<file path="src/design/pcr_pkg.sv">
// Package for the power configuration register: offsets, fields, reset values, carriers
`default_nettype none
package pcr_pkg;

   // Byte offset of the power configuration register within the power manager window
   localparam logic [11:0] PCR_CFG_OFFSET = 12'h01c;

   // Field positions
   localparam int PCR_ADC_POWER_BIT = 30;
   localparam int PCR_CHAN_HI = 29;
   localparam int PCR_CHAN_LO = 27;
   localparam int PCR_CONV_BIT = 26;
   localparam int PCR_VREF_BIT = 25;
   localparam int PCR_IREF_BIT = 24;
   localparam int PCR_USB_POWER_BIT = 23;
   localparam int PCR_USB_SUSPEND_BIT = 22;
   localparam int PCR_USB_WAKE_BIT = 18;
   localparam int PCR_GPIO_WAKE_BIT = 17;
   localparam int PCR_RTC_WAKE_BIT = 16;
   localparam int PCR_ROM_MODE_BIT = 2;
   localparam int PCR_REMAP_BIT = 0;

   // Value after reset: only the converter power bit starts set
   localparam logic [31:0] PCR_CFG_RESET = 32'h4000_0000;
   // Bits that software can change; everything else is reserved or read-only
   localparam logic [31:0] PCR_CFG_WRITE_MASK = 32'h7fc7_0001;
   // Reset level of the bufferable-attribute synchroniser: bufferable, so mode reads 0
   localparam logic PCR_BUFF_SYNC_RESET = 1'b1;

   // Power and mapping controls driven out of the register
   typedef struct packed {
      logic adc_power_on;
      logic [2:0] reader_channel_power_enable;
      logic reader_converter_power_enable;
      logic reader_voltage_ref_power_enable;
      logic reader_current_ref_power_enable;
      logic usb_power_enable;
      logic usb_suspend_request;
      logic sram_at_zero;
   } pcr_power_s;

   // Raw wake sources arriving from other blocks or pins
   typedef struct packed {
      logic usb_bus_active;
      logic gpio_wake_event;
      logic rtc_wake_event;
   } pcr_wake_s;

endpackage
`default_nettype wire

</file>
<file path="src/design/pcr_power_config.sv">
// Power configuration register of the power manager, an APB slave
`default_nettype none

// Functional notes
// RULE1: Bit 30 powers the general converter while set; resets to one.
// RULE2: Bits 29:27 power the three reader channel front ends; reset 000.
// RULE3: Bits 26, 25, 24 power reader converter, voltage and current reference.
// RULE4: Software sets all reader power bits before using the card reader.
// RULE5: Bit 23 powers the USB block; reset leaves USB unpowered.
// RULE6: Bit 22 holds the USB block in suspend while set; resets to zero.
// RULE7: Bit 18 lets a non-idle USB bus wake the system.
// RULE8: Bit 17 lets a GPIO wake event wake the system.
// RULE9: Bit 16 lets a real-time-clock wake event wake the system.
// RULE10: Read-only bit 2 reads inverse of table bufferable attribute; zero at reset.
// RULE11: Bufferable means write-back of cache hits, otherwise write-through.
// RULE12: Bit 0 clear maps ROM at address zero, set maps SRAM.
// RULE13: Reserved bits read zero and ignore writes.
module pcr_power_config
   import pcr_pkg::*;
#(
   parameter int ADDR_WIDTH = 12
) (
   input wire logic pclk,
   input wire logic presetn,
   input wire logic psel,
   input wire logic penable,
   input wire logic pwrite,
   input wire logic [ADDR_WIDTH-1:0] paddr,
   input wire logic [31:0] pwdata,
   output logic [31:0] prdata,
   output logic pready,
   output logic pslverr,
   input wire pcr_wake_s wake_sources,
   input wire logic rom_table_bufferable,
   output pcr_power_s power_controls,
   output logic wake_request,
   output logic cache_write_back
);

   logic [31:0] power_configuration;
   logic [1:0] buff_sync;
   logic [1:0] usb_sync;
   logic [1:0] gpio_sync;
   logic [1:0] rtc_sync;
   logic rom_table_write_mode;
   logic hit;
   logic access;

   // Decode once; only the one word of this block answers
   assign hit = (paddr == ADDR_WIDTH'(PCR_CFG_OFFSET));
   assign access = psel & penable;

   // Zero wait states; every other offset ends with an error and no effect
   assign pready = 1'b1;
   assign pslverr = access & ~hit;

   // Register write: masked so reserved and read-only bits never store
   always_ff @(posedge pclk or negedge presetn) begin
      if (!presetn) begin
         power_configuration <= PCR_CFG_RESET; // RULE1 RULE2 RULE3 RULE5 RULE6 RULE12
      end else if (access && pwrite && hit) begin
         power_configuration <= pwdata & PCR_CFG_WRITE_MASK; // RULE13
      end
   end

   // Bufferable attribute comes from outside the clock domain: two flops first
   always_ff @(posedge pclk or negedge presetn) begin
      if (!presetn) begin
         buff_sync <= {PCR_BUFF_SYNC_RESET, PCR_BUFF_SYNC_RESET};
      end else begin
         buff_sync <= {buff_sync[0], rom_table_bufferable};
      end
   end

   // Status flop reports the write mode as the inverse of bufferable
   always_ff @(posedge pclk or negedge presetn) begin
      if (!presetn) begin
         rom_table_write_mode <= 1'b0; // RULE10
      end else begin
         rom_table_write_mode <= ~buff_sync[1]; // RULE10
      end
   end

   // Cache policy follows the synchronised attribute directly
   always_ff @(posedge pclk or negedge presetn) begin
      if (!presetn) begin
         cache_write_back <= PCR_BUFF_SYNC_RESET;
      end else begin
         cache_write_back <= buff_sync[1]; // RULE11
      end
   end

   // Wake sources are asynchronous; synchronise each before gating
   always_ff @(posedge pclk or negedge presetn) begin
      if (!presetn) begin
         usb_sync <= 2'h0;
         gpio_sync <= 2'h0;
         rtc_sync <= 2'h0;
      end else begin
         usb_sync <= {usb_sync[0], wake_sources.usb_bus_active};
         gpio_sync <= {gpio_sync[0], wake_sources.gpio_wake_event};
         rtc_sync <= {rtc_sync[0], wake_sources.rtc_wake_event};
      end
   end

   // Wake request is a level, registered so it never glitches on a write
   always_ff @(posedge pclk or negedge presetn) begin
      if (!presetn) begin
         wake_request <= 1'b0;
      end else begin
         wake_request <= (usb_sync[1] & power_configuration[PCR_USB_WAKE_BIT]) // RULE7
            | (gpio_sync[1] & power_configuration[PCR_GPIO_WAKE_BIT]) // RULE8
            | (rtc_sync[1] & power_configuration[PCR_RTC_WAKE_BIT]); // RULE9
      end
   end

   // Read data: combinational mux; reserved bits are zero from the mask
   always_comb begin
      prdata = 32'h0;
      if (psel && !pwrite && hit) begin
         prdata = power_configuration; // RULE13
         prdata[PCR_ROM_MODE_BIT] = rom_table_write_mode; // RULE10
      end
   end

   // Controls come straight from register flops. Enabling the card reader needs
   // all six reader bits; the block does not enforce that, software must.
   always_comb begin
      power_controls.adc_power_on = power_configuration[PCR_ADC_POWER_BIT]; // RULE1
      power_controls.reader_channel_power_enable =
         power_configuration[PCR_CHAN_HI:PCR_CHAN_LO]; // RULE2 RULE4
      power_controls.reader_converter_power_enable = power_configuration[PCR_CONV_BIT]; // RULE3
      power_controls.reader_voltage_ref_power_enable = power_configuration[PCR_VREF_BIT]; // RULE3
      power_controls.reader_current_ref_power_enable = power_configuration[PCR_IREF_BIT]; // RULE3
      power_controls.usb_power_enable = power_configuration[PCR_USB_POWER_BIT]; // RULE5
      power_controls.usb_suspend_request = power_configuration[PCR_USB_SUSPEND_BIT]; // RULE6
      power_controls.sram_at_zero = power_configuration[PCR_REMAP_BIT]; // RULE12
   end

endmodule // pcr_power_config
`default_nettype wire

</file>
<file path="config.mk">
export PLATFORM = sky130hd
export DESIGN_NAME = pcr_power_config
export DESIGN_NICKNAME = d
export VERILOG_FILES = /design/src/design/pcr_pkg.sv /design/src/design/pcr_power_config.sv
export SDC_FILE = /design/constraint.sdc
export NUM_CORES = 1
export LEC_CHECK = 0
export BUFFER_PORTS_ARGS = -buffer_cell sky130_fd_sc_hd__buf_2
export CAP_MARGIN = 15
export CORE_MARGIN = 2
export CORE_UTILIZATION = 39
export CTS_BUF_LIST = sky130_fd_sc_hd__clkbuf_8
export DETAILED_ROUTE_END_ITERATION = 10
export PLACE_DENSITY = 0.82
export SYNTH_ARGS = -nofsm -noshare
export SYNTH_HDL_FRONTEND = slang
export SYNTH_SLANG_ARGS = --single-unit
</file>
<file path="constraint.sdc">
create_clock -name pclk -period 2.5 [get_ports pclk]
set_input_delay 0.5 -clock pclk [delete_from_list [all_inputs] [get_ports pclk]]
set_output_delay 0.5 -clock pclk [all_outputs]
set_load 0.03 [all_outputs]
</file>
==> impl_metrics.ini <==
[clocking]
clk_latency_ns = 0.26
cts_tree = built
ctsRootBufferMaster = clkbuf_8
numCtsBuffers = 3
path_clk_slew_ns = 0.08
htree_num_levels = 1
clk_path_buf_depth = 2
cts_sinks = 24

[floorplanning]
pin_count = 99
initial_core_util_pct = 42.1
die_h_um = 59.0
dieArea_sq_um = 3480
die_w_um = 59.0
num_rows = 19
core-area_sq_um = 2810

[detailed_routing]
first_pass_iters = 4
wl_per_cell_um = 12.8
drc_errors = 0
wirelength_mm = 2.32
drtAntennaViolNets = 0
drt-initial-drc-count = 7
avgViaCountPerCell = 4.51
num_vias = 817

[place]
dp_worst_setup_slack_ns = 0.0151
io_buffer_count = 60
routabilityCongestion = 0.610
dp_hpwl_mm = 1.77

[worst_setup_path]
cp-end-kind = output port
reg2reg_depth = 2
r2r_start = power_configuration[17]
worstSetupPathType = input pin to output port
crit_end = prdata[30]
regToRegEndpoint = wake_request
crit_start = paddr[7]
critPathLaunchType = input pin
regToRegSetupSlack_ns = 1.59
critPathArrivalTime_ns = 1.94
crit_required_ns = 2.00
path_max_fanout = 7

[synthesis]
synth-simple-area-share_pct = 13.9
synth_cell_type_count = 17
ys_ff_latch = 24
ys.flop_type = dfrtp_1
synthCells = 95
syn_area_per_cell_sq_um = 12.4
synth_edf_count = 0
synth_compound_area_share_pct = 1.70
ys_warn_count = 0
synth_top_family_by_area = buffers and inverters
synth-async-reset-ratio_pct = 100
synthMuxAreaShare_pct = 12.4
synth_fa_ha_area_share_pct = 0
netlist_area_sq_um = 1180
yosysSeqAreaShare_pct = 51.3
synth_xor_area_share_pct = 0

[finish]
final_nets = 204
diodes = 0
final_cell_mix = buf_2, dfrtp_1, conb_1, and2_1, mux2_1
area_growth_pct = 31.0
drive_gt1_share_pct = 52.0
layout_commonest_cell = buf_2

[timing]
fmax_mhz = 410
fin_skew_ns = 0.00234
finalCritPeriodShare_pct = 97.7
fin_tns_setup_ns = 0
fin_ws_ns = 0.0584
timing.slew.headroom_pct = 64.4
hold_ws_ns = 0.210
rsz0062_at_grt = true
finalSetupViolations = 0
worst_pin_slew_ns = 0.534
slew_violations = 0
min_period_ns = 2.44
final-hold-violation-count = 0

[global_route]
overflow = 0
grt_pass1_wl_mm = 3.59
grt_pass1_vias = 789
grt_max_degree = 25
grt.total_usage_pct = 13.8
antenna_found_initial = 0

[outcome]
outcome = finished clean

[power]
ir_worst_vdd_mv = 0.343
p_sw_uw = 181
clkPwrFrac_pct = 40.5
combPwrFrac_pct = 10.4
powerDensity_nw_per_um2 = 529
p_int_uw = 636
p_leak_uw = 0.000889
pwr-share-seq_pct = 49.1
swShare_pct = 22.2

[flow_run]
maxCapViolCount = 0

[worst_hold_path]
hp-class = input pin to async pin
==> sequential cells by signal (all words and copies together) (netlist names) <==
register / flops
rtc_sync: 2
usb_sync: 2
wake_request: 1
buff_sync: 2
rom_table_write_mode: 1
gpio_sync: 2
cache_write_back: 1
power_configuration: 13
==> critical path, cell delays in order <==
cell	delay [ns]
buf_2	0.10
or4_4	0.54
nor4_4	0.31
buf_4	0.20
and2_1	0.15
buf_6	0.14
==> timing repair <==
item / CTS / global route
resized for setup: 0 / 38
buffers inserted: 0 / 0
hold buffers: 0 / 0
setup endpoints to repair: 0 / 14
==> worst min path at each step <==
stage                             from                 endpoint  depth (start not counted)
after CTS                      presetn  power_configuration[18]                          1
after global placement    gpio_sync[0]             gpio_sync[1]                          0
after detailed placement   usb_sync[0]              usb_sync[1]                          0
after global routing           presetn             gpio_sync[1]                          1
after floorplan                presetn             gpio_sync[0]                          0
final                          presetn             gpio_sync[1]                          1
==> area by class of cell <==
class                   instances  area (sq um)
clock inverters                 1          30.0
repair buffers                 65           412
clock buffers                   3          41.3
flip-flops and latches         24           606
fillers                       257          1260
multi-input cells              55           410
inverters                       2          7.51
well taps                      31          38.8
==> synth_stat cells, types with 2 or more instances <==
| master | number | area share (%) |
|---|---|---|
| conb_1 | 2 | 0.64 |
| buf_4 | 30 | 19 |
| mux2_1 | 12 | 11 |
| inv_1 | 2 | 0.64 |
| and2_1 | 14 | 7.4 |
| or4_4 | 2 | 1.9 |
| dfrtp_1 | 20 | 42 |
| dfstp_2 | 4 | 8.9 |
==> stage by stage <==
step | std cells | util (%) | area (sq um) | total power [uW]
3_5_place_dp | 176 | 49.8 | 1400 | 493
5_1_grt | 181 | 55.1 | 1550 | 866
6_report | 181 | 55.1 | 1550 | 817
4_1_cts | 180 | 52.3 | 1470 | 828
2_1_floorplan | 112 | - | 1240 | 478
3_3_place_gp | 176 | 49.8 | 1400 | 489
==> layer usage <==
metal	part of all wire (%)	up-vias	track usage (%)
met1	35	390	17.1
met5	0	-	0
met4	0	0	2.92
li1	-	376	-
met2	58	51	24.1
met3	7.1	0	3.93
==> power by group through the flow <==
| stage | Combinational, uW | Clock (uW) | Sequential, uW |
|---|---|---|---|
| final | 85.0 | 331 | 401 |
| after global routing | 93.2 | 371 | 402 |
| after CTS | 84.7 | 343 | 401 |
| after detailed placement | 84.7 | 0 | 408 |
| after global placement | 81.4 | 0 | 408 |
| after floorplan | 68.8 | 0 | 410 |
==> cell families (layout without fill, tap and decap cells) <==
logic type,after synthesis,after routing
buf+inv,33,71
flops,24,24
other cells,2,19
simple gates,21,21
mux,13,13
compound gates,2,2
Power figures use the tool's default switching activity.
